## src/design/tbu_pkg.sv

```systemverilog
package tbu_pkg;

    localparam int          DATA_W = 16;
    localparam int          ADDR_W = 4;

    localparam logic [3:0]  CTRL_OFS   = 4'h0;
    localparam logic [3:0]  STAT_OFS   = 4'h1;
    localparam logic [3:0]  EVGEN_OFS  = 4'h2;
    localparam logic [3:0]  COUNT_OFS  = 4'h3;
    localparam logic [3:0]  PSC_OFS    = 4'h4;
    localparam logic [3:0]  RELOAD_OFS = 4'h5;
    localparam logic [3:0]  IEN_OFS    = 4'h6;

    localparam int          CEN_BIT    = 0;
    localparam int          UPDATE_INHIBIT_BIT  = 1;
    localparam int          URS_BIT    = 2;
    localparam int          DIR_BIT    = 4;
    localparam int          CAM_LSB    = 5;
    localparam int          ARPE_BIT   = 7;

    localparam logic [15:0] CTRL_RST   = 16'h0000;
    localparam logic [15:0] PSC_RST    = 16'h0000;
    localparam logic [15:0] RELOAD_RST = 16'hffff;
    localparam logic [15:0] COUNT_RST  = 16'h0000;
    localparam logic [15:0] ZERO16     = 16'h0000;
    localparam logic [15:0] ONE16      = 16'h0001;

    localparam logic [1:0]  CAM_EDGE   = 2'h0;

    typedef enum logic [1:0]
    {
        ST_IDLE = 2'b00,
        ST_UP   = 2'b01,
        ST_DOWN = 2'b11
    } cnt_state_t;

endpackage : tbu_pkg

```

## src/design/timer_time_base_unit.sv

```systemverilog
// Behaviour
// - Sixteen-bit auto-reload counter counting up, down or centre-aligned.
// - Prescaler divides the counter clock by 1 to 65536.
// - Prescale divisor is buffered and taken at the next update.
// - Reload moves immediately without preload, else only at update.
// - Update on overflow, underflow, or software request when not inhibited.
// - Counter advances only while enabled, starting one cycle after enable.
// - Prescaler, counter and reload registers are accessible at any time.
// - Up mode counts 0 to reload, restarts at 0, signals overflow.
// - Software update with source select set does not set the flag.
// - Update sets flag, loads prescale shadow, and reload shadow if preloaded.
// - Update inhibit blocks update events so prescale and preloaded reload shadows keep their values.
// - Update restarts prescale counter and takes the preloaded divisor; counter wraps or reloads.
// - Down mode counts reload to 0, reloads and signals underflow.
// - Centre mode counts 0 to reload-1 up, reload to 1 down.
// - Nonzero centre select forces centre mode, direction set by hardware.
// - Centre mode updates on every overflow and every underflow.
// - Generated update loads counter with 0 (reload preload in edge-aligned down mode), prescale counter with 1 (0 if divisor 0).
// - Overflow update loads reload shadow on the same edge as the counter wraps; the wrap uses the old value.
//
// Design decisions made here: the register addresses and the address-and-strobe port.
module timer_time_base_unit
    import tbu_pkg::*;
(
    input  wire logic                mclk,
    input  wire logic                resetn,
    input  wire logic [ADDR_W-1:0]   addr,
    input  wire logic [DATA_W-1:0]   wdata,
    input  wire logic                wr_en,
    input  wire logic                rd_en,
    output logic      [DATA_W-1:0]   rdata,
    output logic                     update_irq,
    output logic                     update_event,
    output logic                     counter_tick,
    output logic                     overflow,
    output logic                     underflow
);

    logic [15:0] ctrl_ff;
    logic [15:0] psc_pre_ff;
    logic [15:0] psc_shadow;
    logic [15:0] rel_pre_ff;
    logic [15:0] rel_shadow_ff;
    logic [15:0] count_value_ff;
    logic        update_flag_ff;
    logic        irq_en_ff;
    logic        dir_down_ff;
    logic        ug_ff;
    logic        ug_src_ff;
    logic        tick;
    logic        ovf;
    logic        udf;
    logic        hw_upd;
    logic        upd;
    logic        cen;
    logic        centre;
    logic        down_mode;
    logic        at_top;
    logic        at_bot;
    cnt_state_t  state_ff;
    cnt_state_t  nxt_state;
    logic [15:0] nxt_count;
    logic [15:0] rel_eff;
    logic [15:0] psc_next;
    logic [15:0] rd_mux;
    logic        sw_upd;
    logic        wr_ctrl;
    logic        wr_stat;
    logic        wr_gen;
    logic        wr_cnt;
    logic        wr_psc;
    logic        wr_rel;
    logic        wr_ien;

    function automatic logic is_wr(input logic [3:0] a, input logic [3:0] o);
        is_wr = (a == o);
    endfunction : is_wr

    assign wr_ctrl = wr_en && is_wr(addr, CTRL_OFS);
    assign wr_stat = wr_en && is_wr(addr, STAT_OFS);
    assign wr_gen  = wr_en && is_wr(addr, EVGEN_OFS);
    assign wr_cnt  = wr_en && is_wr(addr, COUNT_OFS);
    assign wr_psc  = wr_en && is_wr(addr, PSC_OFS);
    assign wr_rel  = wr_en && is_wr(addr, RELOAD_OFS);
    assign wr_ien  = wr_en && is_wr(addr, IEN_OFS);

    assign cen       = ctrl_ff[CEN_BIT];
    assign centre    = (ctrl_ff[CAM_LSB+1:CAM_LSB] != CAM_EDGE);
    assign down_mode = centre ? dir_down_ff : ctrl_ff[DIR_BIT];

    assign rel_eff = rel_shadow_ff;

    assign at_top = centre ? (count_value_ff >= rel_eff - ONE16)
                           : (count_value_ff >= rel_eff);
    assign at_bot = centre ? (count_value_ff <= ONE16)
                           : (count_value_ff == ZERO16);

    assign ovf = tick && !down_mode && at_top;
    assign udf = tick && down_mode && at_bot;

    assign hw_upd = (ovf || udf) && !ctrl_ff[UPDATE_INHIBIT_BIT];
    assign sw_upd = ug_ff && !ctrl_ff[UPDATE_INHIBIT_BIT];
    assign upd    = hw_upd || sw_upd;
    assign psc_next = upd ? psc_pre_ff : psc_shadow;

    tbu_prescaler u_presc
    (
        .mclk    (mclk),
        .resetn  (resetn),
        .run     (cen),
        .clear   (upd),
        .divisor (psc_next),
        .tick    (tick)
    );

    tbu_reg16 u_psc_shadow
    (
        .mclk    (mclk),
        .resetn  (resetn),
        .rst_val (PSC_RST),
        .load    (upd),
        .din     (psc_pre_ff),
        .dout    (psc_shadow)
    );

    always_ff @(posedge mclk or negedge resetn)
    begin
        if (!resetn)
            ctrl_ff <= CTRL_RST;
        else if (wr_ctrl)
            ctrl_ff <= wdata;
    end

    always_ff @(posedge mclk or negedge resetn)
    begin
        if (!resetn)
            psc_pre_ff <= PSC_RST;
        else if (wr_psc)
            psc_pre_ff <= wdata;
    end

    always_ff @(posedge mclk or negedge resetn)
    begin
        if (!resetn)
            rel_pre_ff <= RELOAD_RST;
        else if (wr_rel)
            rel_pre_ff <= wdata;
    end

    always_ff @(posedge mclk or negedge resetn)
    begin
        if (!resetn)
            irq_en_ff <= 1'b0;
        else if (wr_ien)
            irq_en_ff <= wdata[0];
    end

    // Update generate is a one-cycle trigger; source remembered for flag.
    always_ff @(posedge mclk or negedge resetn)
    begin
        if (!resetn)
            ug_ff <= 1'b0;
        else
            ug_ff <= wr_gen && wdata[0];
    end

    always_ff @(posedge mclk or negedge resetn)
    begin
        if (!resetn)
            ug_src_ff <= 1'b0;
        else
            ug_src_ff <= ctrl_ff[URS_BIT];
    end

    always_ff @(posedge mclk or negedge resetn)
    begin
        if (!resetn)
            rel_shadow_ff <= RELOAD_RST;
        else if (!ctrl_ff[ARPE_BIT])
            rel_shadow_ff <= wr_rel ? wdata : rel_pre_ff;
        else if (upd)
            rel_shadow_ff <= rel_pre_ff;
    end

    always_comb
    begin
        nxt_state = state_ff;
        case (state_ff)
            ST_IDLE:
                nxt_state = cen ? (down_mode ? ST_DOWN : ST_UP) : ST_IDLE;
            ST_UP:
                if (!cen)
                    nxt_state = ST_IDLE;
                else if (centre && ovf)
                    nxt_state = ST_DOWN;
                else if (!centre && ctrl_ff[DIR_BIT])
                    nxt_state = ST_DOWN;
            ST_DOWN:
                if (!cen)
                    nxt_state = ST_IDLE;
                else if (centre && udf)
                    nxt_state = ST_UP;
                else if (!centre && !ctrl_ff[DIR_BIT])
                    nxt_state = ST_UP;
            default:
                nxt_state = ST_IDLE;
        endcase
    end

    always_ff @(posedge mclk or negedge resetn)
    begin
        if (!resetn)
            state_ff <= ST_IDLE;
        else
            state_ff <= nxt_state;
    end

    always_ff @(posedge mclk or negedge resetn)
    begin
        if (!resetn)
            dir_down_ff <= 1'b0;
        else if (!centre)
            dir_down_ff <= ctrl_ff[DIR_BIT];
        else if (ovf)
            dir_down_ff <= 1'b1;
        else if (udf)
            dir_down_ff <= 1'b0;
    end

    always_comb
    begin
        nxt_count = count_value_ff;
        if (tick)
        begin
            if (!down_mode)
                nxt_count = (at_top && !centre) ? ZERO16
                          : (at_top ? rel_eff : count_value_ff + ONE16);
            else
                nxt_count = (at_bot && !centre) ? rel_eff
                          : (at_bot ? ZERO16 : count_value_ff - ONE16);
        end
    end

    always_ff @(posedge mclk or negedge resetn)
    begin
        if (!resetn)
            count_value_ff <= COUNT_RST;
        else if (wr_cnt)
            count_value_ff <= wdata;
        else if (sw_upd)
            count_value_ff <= (down_mode && !centre) ? rel_pre_ff : ZERO16;
        else
            count_value_ff <= nxt_count;
    end

    always_ff @(posedge mclk or negedge resetn)
    begin
        if (!resetn)
            update_flag_ff <= 1'b0;
        else if (hw_upd || (sw_upd && !ug_src_ff))
            update_flag_ff <= 1'b1;
        else if (wr_stat && !wdata[0])
            update_flag_ff <= 1'b0;
    end

    always_ff @(posedge mclk or negedge resetn)
    begin
        if (!resetn)
            update_irq <= 1'b0;
        else
            update_irq <= update_flag_ff && irq_en_ff;
    end

    always_ff @(posedge mclk or negedge resetn)
    begin
        if (!resetn)
            update_event <= 1'b0;
        else
            update_event <= upd;
    end

    always_ff @(posedge mclk or negedge resetn)
    begin
        if (!resetn)
            counter_tick <= 1'b0;
        else
            counter_tick <= tick;
    end

    always_ff @(posedge mclk or negedge resetn)
    begin
        if (!resetn)
            overflow <= 1'b0;
        else
            overflow <= ovf;
    end

    always_ff @(posedge mclk or negedge resetn)
    begin
        if (!resetn)
            underflow <= 1'b0;
        else
            underflow <= udf;
    end

    // Register read port.
    always_comb
    begin
        rd_mux = ZERO16;
        case (addr)
            CTRL_OFS:   rd_mux = ctrl_ff;
            STAT_OFS:   rd_mux = {15'h0000, update_flag_ff};
            COUNT_OFS:  rd_mux = count_value_ff;
            PSC_OFS:    rd_mux = psc_pre_ff;
            RELOAD_OFS: rd_mux = rel_pre_ff;
            IEN_OFS:    rd_mux = {15'h0000, irq_en_ff};
            default:    rd_mux = ZERO16;
        endcase
    end

    always_ff @(posedge mclk or negedge resetn)
    begin
        if (!resetn)
            rdata <= ZERO16;
        else if (rd_en)
            rdata <= rd_mux;
        else
            rdata <= ZERO16;
    end

endmodule : timer_time_base_unit

```

## src/design/tbu_reg16.sv

```systemverilog
module tbu_reg16
    import tbu_pkg::*;
(
    input  wire logic        mclk,
    input  wire logic        resetn,
    input  wire logic [15:0] rst_val,
    input  wire logic        load,
    input  wire logic [15:0] din,
    output logic      [15:0] dout
);

    // Holds a value loaded on request; reset value applied in a clocked way.
    logic rst_seen_ff;

    always_ff @(posedge mclk or negedge resetn)
    begin
        if (!resetn)
            rst_seen_ff <= 1'b0;
        else
            rst_seen_ff <= 1'b1;
    end

    always_ff @(posedge mclk or negedge resetn)
    begin
        if (!resetn)
            dout <= ZERO16;
        else if (!rst_seen_ff)
            dout <= rst_val;
        else if (load)
            dout <= din;
    end

endmodule : tbu_reg16

```

## src/design/tbu_prescaler.sv

```systemverilog
module tbu_prescaler
    import tbu_pkg::*;
(
    input  wire logic        mclk,
    input  wire logic        resetn,
    input  wire logic        run,
    input  wire logic        clear,
    input  wire logic [15:0] divisor,
    output logic             tick
);

    logic [15:0] pcnt_ff;

    // Prescale counter restarts on update as if a tick had just been issued.
    always_ff @(posedge mclk or negedge resetn)
    begin
        if (!resetn)
        begin
            pcnt_ff <= ZERO16;
            tick    <= 1'b0;
        end
        else if (clear)
        begin
            pcnt_ff <= (divisor == ZERO16) ? ZERO16 : ONE16;
            tick    <= run && (divisor == ZERO16);
        end
        else if (run)
        begin
            tick <= (pcnt_ff >= divisor);
            if (pcnt_ff >= divisor)
                pcnt_ff <= ZERO16;
            else
                pcnt_ff <= pcnt_ff + ONE16;
        end
        else
            tick <= 1'b0;
    end

endmodule : tbu_prescaler

```

## config.mk

```make
export PLATFORM = sky130hd
export DESIGN_NAME = timer_time_base_unit
export DESIGN_NICKNAME = d
export VERILOG_FILES = /design/src/design/tbu_pkg.sv /design/src/design/timer_time_base_unit.sv /design/src/design/tbu_reg16.sv /design/src/design/tbu_prescaler.sv
export SDC_FILE = /design/constraint.sdc
export NUM_CORES = 1
export LEC_CHECK = 0
export BUFFER_PORTS_ARGS = -buffer_cell sky130_fd_sc_hd__clkbuf_2
export CAP_MARGIN = 30
export CORE_MARGIN = 2
export CORE_UTILIZATION = 67
export DETAILED_ROUTE_END_ITERATION = 8
export PLACE_DENSITY = 0.92
export REMOVE_ABC_BUFFERS = 1
export SYNTH_ARGS = -nofsm -noshare
export SYNTH_HDL_FRONTEND = slang
export SYNTH_SLANG_ARGS = --single-unit
```

## constraint.sdc

```tcl
create_clock -name mclk -period 14.9 [get_ports mclk]
set_clock_uncertainty 0.15 [all_clocks]
set_input_delay 2.98 -clock mclk [delete_from_list [all_inputs] [get_ports mclk]]
set_output_delay 2.98 -clock mclk [all_outputs]
set_load 0.02 [all_outputs]
```

==> metrics.md, run 1 <==
| Metric | Value |
|---|---|
| Largest net degree at the start of global routing | 62 |
| Setup TNS | 0 ns |
| Flops & latches, synth | 140 |
| Std-Cell Rows | 42 |
| Hold Fails Final Rpt | 0 |
| Routed wire per std cell | 22.91 um |
| Relative slew slack | 27.04% |
| DR DRC count | 0 |
| Max VDD drop | 155.8 uV |
| Setup slack after layout | 7.888 ns |
| # nets final | 1024 |
| Root buffer cell | clkbuf_16 |
| RSZ-0062 raised after global routing | false |
| CTS tree | done |
| GRT Overall Usage | 37.75% |
| Mapped cell area | 8900 um^2 |
| Post-Place Worst Slack | 8.083 ns |
| Vias in the first global route | 7830 |
| Core ar. | 13090 um^2 |
| Setup crit end kind | flop |
| Die area | 14220 um^2 |
| Fin crit share | 47.06% |
| HPWL Detailed | 18.03 mm |
| DR vias | 7971 |
| H-tree Lvls | 4 |
| Outcome | finished, final reports clean |
| Buffers & Inverters on Critical Path | 1 |
| I/O Pins | 45 |
| Hold Buf Count CTS | 0 |
| Primary FF master, synth | dfrtp_1 |
| Crit path arrival time | 7.21 ns |
| CP dominant cell by count | a21oi_1 |
| Initial Utilization | 68.01% |
| DR iter-0 viols | 1168 |
| Worst-skew pair later-pin latency | 0.44 ns |
| Fmax | 142.6 MHz |
| WS Path Type | flop to flop |
| Final Critical Period | 7.012 ns |
| RD Place Congestion | 1.010 |
| Most frequent cells in the layout | dfrtp_1 (108), a21oi_1 (82), nand2_1 (74) |
| Routed WL | 26.05 mm |
| Clock Pin Slew Worst Setup and Hold Paths | 0.07 ns |
| CTS Buf Count | 17 |
| Share of flip-flops with an asynchronous set or reset | 100.0% |
| CTS Buffer Depth | 2 |
| Avg Cell Area, Syn | 9.539 um^2 |
| Initial antenna violation count | 0 |
| Hold Crit Start | ctrl_ff[2]$_DFFE_PN0P_ |
| Syn. warnings | 0 |
| Port buffer count | 44 |
| Commonest non-fill, non-tap cell in the layout | dfrtp_1 |
| Pins Over Slew Limit | 0 |
| Die W | 119.3 um |
| Global-route wire length before repair | 41.38 mm |
| Worst hold path class | flop to flop |
| Crit. Startpoint | rel_eff[2]$_DFFE_PN1P_ |
| Max-cap violations | 0 |
| Synthesis-to-layout area growth | 9.813% |
| PD cells | 184.6 nW/um^2 |
| Sequential area share after synthesis | 39.81% |
| Post-synthesis cell count | 933 |
| Final ANT Viol Nets | 0 |
| Total chip power | 0.001804 W |
| Post-CTS setup buffer count | 0 |
| Grt ovf | 0 |
| CP cell instances | nor4_1 > nand3_1 > nor3_1 > nand4_1 > nor3_1 > xnor2_1 > ha_1 > a21oi_1 > o21ai_1 > or3_1 > or3_1 > a31oi_4 > buf_4 > mux2i_1 > ha_1 > a21oi_1 > a21oi_1 > a211oi_1 > o211ai_1 > a31oi_1 > o21ai_1 > a21oi_1 |
| Number of fill cells | 849 |
| Clk sinks | 140 |
| FF-to-FF Start | rel_eff[2]$_DFFE_PN1P_ |
| Peak fanout along the critical path | 29 |
| Final Setup Violations | 0 |
| P_leak | 4.303 nW |
| Synth cell types | 73 |
| Layout cells sized above 1 | 19.67% |
| CP startpoint kind | flop |
| Post_cts resized | 0 |
| First-pass DRT Iterations | 6 |
| Slowest CP cell | buf_4 |
| EDFF count, synth | 0 |
| Die Y | 119.3 um |
| Crit-path leading delay family | compound AO/OA/AOI/OAI gates |
| Via/cell ratio | 7.011 |
| WP data required | 15.10 ns |
| Highest cell delay on the worst timing path | 0.54 ns |
| Diode count | 0 |
| Worst Tran Pin Value | 1.086 ns |
| Fin util | 74.69% |
-- per-stage QoR --
step	hold WS [ns]	instance area [um^2]	cells
2_1_floorplan	0.2195	8600	873
3_3_place_gp	0.2354	9148	1103
3_5_place_dp	0.2434	9183	1105
4_1_cts	0.2910	9773	1137
5_1_grt	0.2931	9773	1137
6_report	0.2987	9773	1137
-- cell usage after synthesis, types with 5 or more instances --
| master | number | area (um^2) |
|---|---|---|
| inv_1 | 27 | 101.4 |
| a31oi_1 | 7 | 43.79 |
| mux2i_1 | 35 | 350.3 |
| nand4_1 | 10 | 62.56 |
| a21oi_1 | 82 | 410.4 |
| a22oi_1 | 37 | 277.8 |
| clkbuf_1 | 44 | 165.2 |
| and2_1 | 6 | 37.54 |
| nand2b_1 | 8 | 50.05 |
| nor2_1 | 49 | 183.9 |
| ha_1 | 52 | 650.6 |
| nand3_1 | 29 | 145.1 |
| and4_1 | 5 | 43.79 |
| nor3_1 | 30 | 150.1 |
| o211ai_1 | 14 | 105.1 |
| mux2_2 | 52 | 585.6 |
| and3_1 | 9 | 56.30 |
| dfstp_2 | 32 | 840.8 |
| xor2_1 | 9 | 78.83 |
| dfrtp_1 | 108 | 2703 |
| or3_1 | 17 | 106.4 |
| xnor2_1 | 26 | 227.7 |
| nand2_1 | 74 | 277.8 |
| nor4_1 | 11 | 68.82 |
| a311oi_1 | 6 | 52.55 |
| o21ai_0 | 40 | 200.2 |
| nor2b_1 | 24 | 150.1 |
| o21a_1 | 5 | 37.54 |
| buf_6 | 8 | 90.09 |
-- cell type report --
| type | instances | area [um^2] | share of cell area (%) |
|---|---|---|---|
| inverters | 28 | 105.1 | 1.075 |
| flip-flops and latches | 140 | 3543 | 36.26 |
| repair buffers | 56 | 336.6 | 3.444 |
| clock inverters | 15 | 165.2 | 1.690 |
| well taps | 176 | 220.2 | 2.253 |
| clock buffers | 17 | 425.4 | 4.353 |
| multi-input cells | 705 | 4977 | 50.93 |
-- per-layer routing --
metal  wire (um)  vias up  part of all wire [%]  global-route usage [%]
met5           0        -                     0                       0
met4        1713        0                   6.6                   24.48
met3        2718      161                    10                   8.716
li1            -     3449                     -                       -
met1        9485     3771                    36                   46.47
met2       12140      590                    47                   59.77
-- registers in the layout, summed over array words and instances, names as in the netlist, 16 cells and up --
register / flops
psc_pre_ff: 16
rdata: 16
rel_pre_ff: 16
ctrl_ff: 16
u_presc.pcnt_ff: 16
u_psc_shadow.dout: 16
count_value_ff: 16
rel_eff: 16
-- path summary, 6_finish.rpt --
path / to / slack (ns) / cells after the start
worst max-delay path: u_presc.pcnt_ff[12]$_DFFE_PN0P_ / 7.89 / 22
worst min-delay path: ug_src_ff$_DFF_PN0_ / 0.30 / 0
worst max register to register: u_presc.pcnt_ff[12]$_DFFE_PN0P_ / 7.89 / 22
worst min register to register: ug_src_ff$_DFF_PN0_ / 0.30 / 0
max in group asynchronous: rel_pre_ff[14]$_DFF_PN1_ / 11.12 / 3
min in group asynchronous: u_presc.pcnt_ff[7]$_DFFE_PN0P_ / 2.35 / 1
-- cells by family (layout without fill, tap and decap cells) --
group / count (synthesis) / after routing / synth area share [%]
AO/OA/AOI/OAI: 238 / 238 / 17.35
XOR/XNOR: 35 / 35 / 3.444
adder cells (fa/ha/maj): 52 / 52 / 7.311
buffers and inverters: 88 / 116 / 4.555
flip-flops: 140 / 140 / 39.81
multiplexers: 88 / 88 / 10.68
other: 1 / 1 / 0.04214
AND/OR/NAND/NOR: 291 / 291 / 16.80
-- power by group --
group	internal (W)	total, W	switching (W)	leakage, nW
Combinational	0.000299	0.000707	0.000409	2.29
Clock	0.000248	0.000425	0.000176	0.277
Sequential	0.000488	0.000672	0.000184	1.74
Power figures use the tool's default switching activity.
==> inputs of run 2 (changes only) <==
Settings changed: ABC_AREA set to 1, CORE_UTILIZATION 67 to 56, PLACE_DENSITY 0.92 to 0.83.
Clock period 14.9 ns to 6.1 ns, I/O delays scaled along.
==> metrics.md, run 2 <==
| Metric | Value |
|---|---|
| Most frequent cells in the layout | nand2_1 (250), inv_1 (136), dfrtp_1 (108) |
| Max VDD drop | 237.3 uV |
| Hold_ws | 0.2570 ns |
| Synthesis-to-layout area growth | 10.02% |
| Crit path arrival time | 5.66 ns |
| Global-route wire length before repair | 39.43 mm |
| Layout cells sized above 1 | 13.71% |
| Highest cell delay on the worst timing path | 0.43 ns |
| Peak fanout along the critical path | 40 |
| Post_cts resized | 0 |
| Fin crit share | 89.87% |
| DR DRC count | 0 |
| Most common cell in the synthesized netlist | nand2_1 |
| Flop2flop setup slack | 0.62 ns |
| CTS Buf Count | 17 |
| Setup TNS | 0 ns |
| Leading area contributor after synthesis | dfrtp_1 |
| CTS Buffer Depth | 2 |
| Root buffer cell | clkbuf_16 |
| EDFF count, synth | 0 |
| DP Cell Count | 1380 |
| Area contributors post-synth | dfrtp_1 (30%), nand2_1 (10%), dfstp_2 (9.3%), ha_1 (7.2%), o21ai_0 (5.9%) |
| Worst-skew pair later-pin latency | 0.42 ns |
| Core ar. | 15770 um^2 |
| Initial Utilization | 57.07% |
| Post-route insts no fill | 1412 |
| Fin util | 62.79% |
| Clk sinks | 140 |
| Routed wire per std cell | 17.22 um |
| Pins Over Slew Limit | 0 |
| Worst hold path class | flop to flop |
| Mapped cell area | 9000 um^2 |
| Flops & latches, synth | 140 |
| Initial antenna violation count | 0 |
| DR vias | 8219 |
| Worst Tran Pin Value | 0.9570 ns |
| Slowest CP cell | nor4_1 |
| Std-Cell Rows | 46 |
| Commonest non-fill, non-tap cell in the layout | nand2_1 |
| GRT Overall Usage | 29.76% |
| Outcome | finished, final reports clean |
| Routed WL | 24.31 mm |
| Post-CTS setup buffer count | 0 |
| Crit-path leading delay family | simple AND/OR/NAND/NOR gates |
| Avg Cell Area, Syn | 7.752 um^2 |
| Via/cell ratio | 5.821 |
| # nets final | 1259 |
| Fmax | 182.4 MHz |
| RD Place Congestion | 0.9446 |
| Setup crit end kind | flop |
| Largest net degree at the start of global routing | 91 |
| Synth cell types | 50 |
| Die W | 130.8 um |
| Port buffer count | 44 |
| Post-synth top area share | 30.03% |
| Hold Fails Final Rpt | 0 |
| Share of flip-flops with an asynchronous set or reset | 100.0% |
| CP startpoint kind | flop |
| Max-cap violations | 0 |
| Grt ovf | 0 |
| WS Path Type | flop to flop |
| DR iter-0 viols | 1067 |
| Relative slew slack | 36.04% |
| Die area | 17100 um^2 |
| Post-synth top cells | nand2_1 (250), inv_1 (136), dfrtp_1 (108) |
| Buffers & Inverters on Critical Path | 4 |
| First-pass DRT Iterations | 6 |
| Final Setup Violations | 0 |
| HPWL Detailed | 17.59 mm |
| Vias in the first global route | 7821 |
| RSZ-0062 raised after global routing | false |
| Syn. warnings | 0 |
| Die Y | 130.8 um |
| Post-synthesis cell count | 1161 |
| Diode count | 0 |
| P_leak | 4.730 nW |
| Hold Buf Count CTS | 0 |
| Final Critical Period | 5.482 ns |
| CTS tree | done |
| Clock Pin Slew Worst Setup and Hold Paths | 0.06 ns |
| PD cells | 446.4 nW/um^2 |
| I/O Pins | 45 |
| WP data required | 6.28 ns |
| Final ANT Viol Nets | 0 |
| H-tree Lvls | 4 |
| Primary FF master, synth | dfrtp_1 |
| Sequential area share after synthesis | 39.37% |
==> run 2: final cells by class <==
cell class	count	area [um^2]
Inverter	157	591.8
Multi-Input combinational cell	819	4633
Clock buffer	22	494.2
Timing Repair Buffer	48	256.5
Clock inverter	10	112.6
Tap cell	216	270.3
Fill cell	1382	5868
Sequential cell	140	3543
==> run 2: report_power, final <==
part,total [W],leakage [nW],switching [W],internal (W)
logic,0.00196,2.67,0.00129,0.000665
clock network,0.00104,0.298,0.000387,0.000654
registers,0.00142,1.77,0.000266,0.00116
==> run 2: through the flow <==
step	area (um^2)	setup slack (ns)	total power, W
floorplan	8768	1.572	0.002781
global placement	9295	1.093	0.003298
detailed placement	9295	0.7369	0.003337
CTS	9902	0.6551	0.004394
global route	9902	0.06748	0.004740
finish	9902	0.6180	0.004420
==> run 2: kinds of logic (layout without fill, tap and decap cells) <==
family                     count (synthesis)  after routing  share of synthesized area, %
buffers and inverters                    202            237                         9.148
and+or+nand+nor                          476            476                         23.49
AOI/OAI and AO/OA                        248            248                         16.63
adders and majority gates                 52             52                         7.229
other                                      1              1                       0.04167
DFF                                      140            140                         39.37
xor gates and xnor gates                  42             42                         4.087
==> run 2: worst paths after layout <==
check / startpoint / to / cells after the start
setup / recovery: rel_eff[0]$_DFFE_PN1P_ / u_presc.pcnt_ff[1]$_DFFE_PN0P_ / 29
min in group asynchronous: resetn / u_psc_shadow.dout[11]$_DFF_PN0_ / 1
hold / removal: ctrl_ff[2]$_DFFE_PN0P_ / ug_src_ff$_DFF_PN0_ / 0
max in group asynchronous: resetn / count_value_ff[5]$_DFFE_PN0P_ / 2
hold reg to reg: ctrl_ff[2]$_DFFE_PN0P_ / ug_src_ff$_DFF_PN0_ / 0
setup reg to reg: rel_eff[0]$_DFFE_PN1P_ / u_presc.pcnt_ff[1]$_DFFE_PN0P_ / 29
==> run 2: per-layer routing <==
metal	GRT usage [%]	part of all wire (%)
met5	0	0
met3	4.112	6.8
met4	12.08	3.2
met2	48.59	48
met1	40.34	42
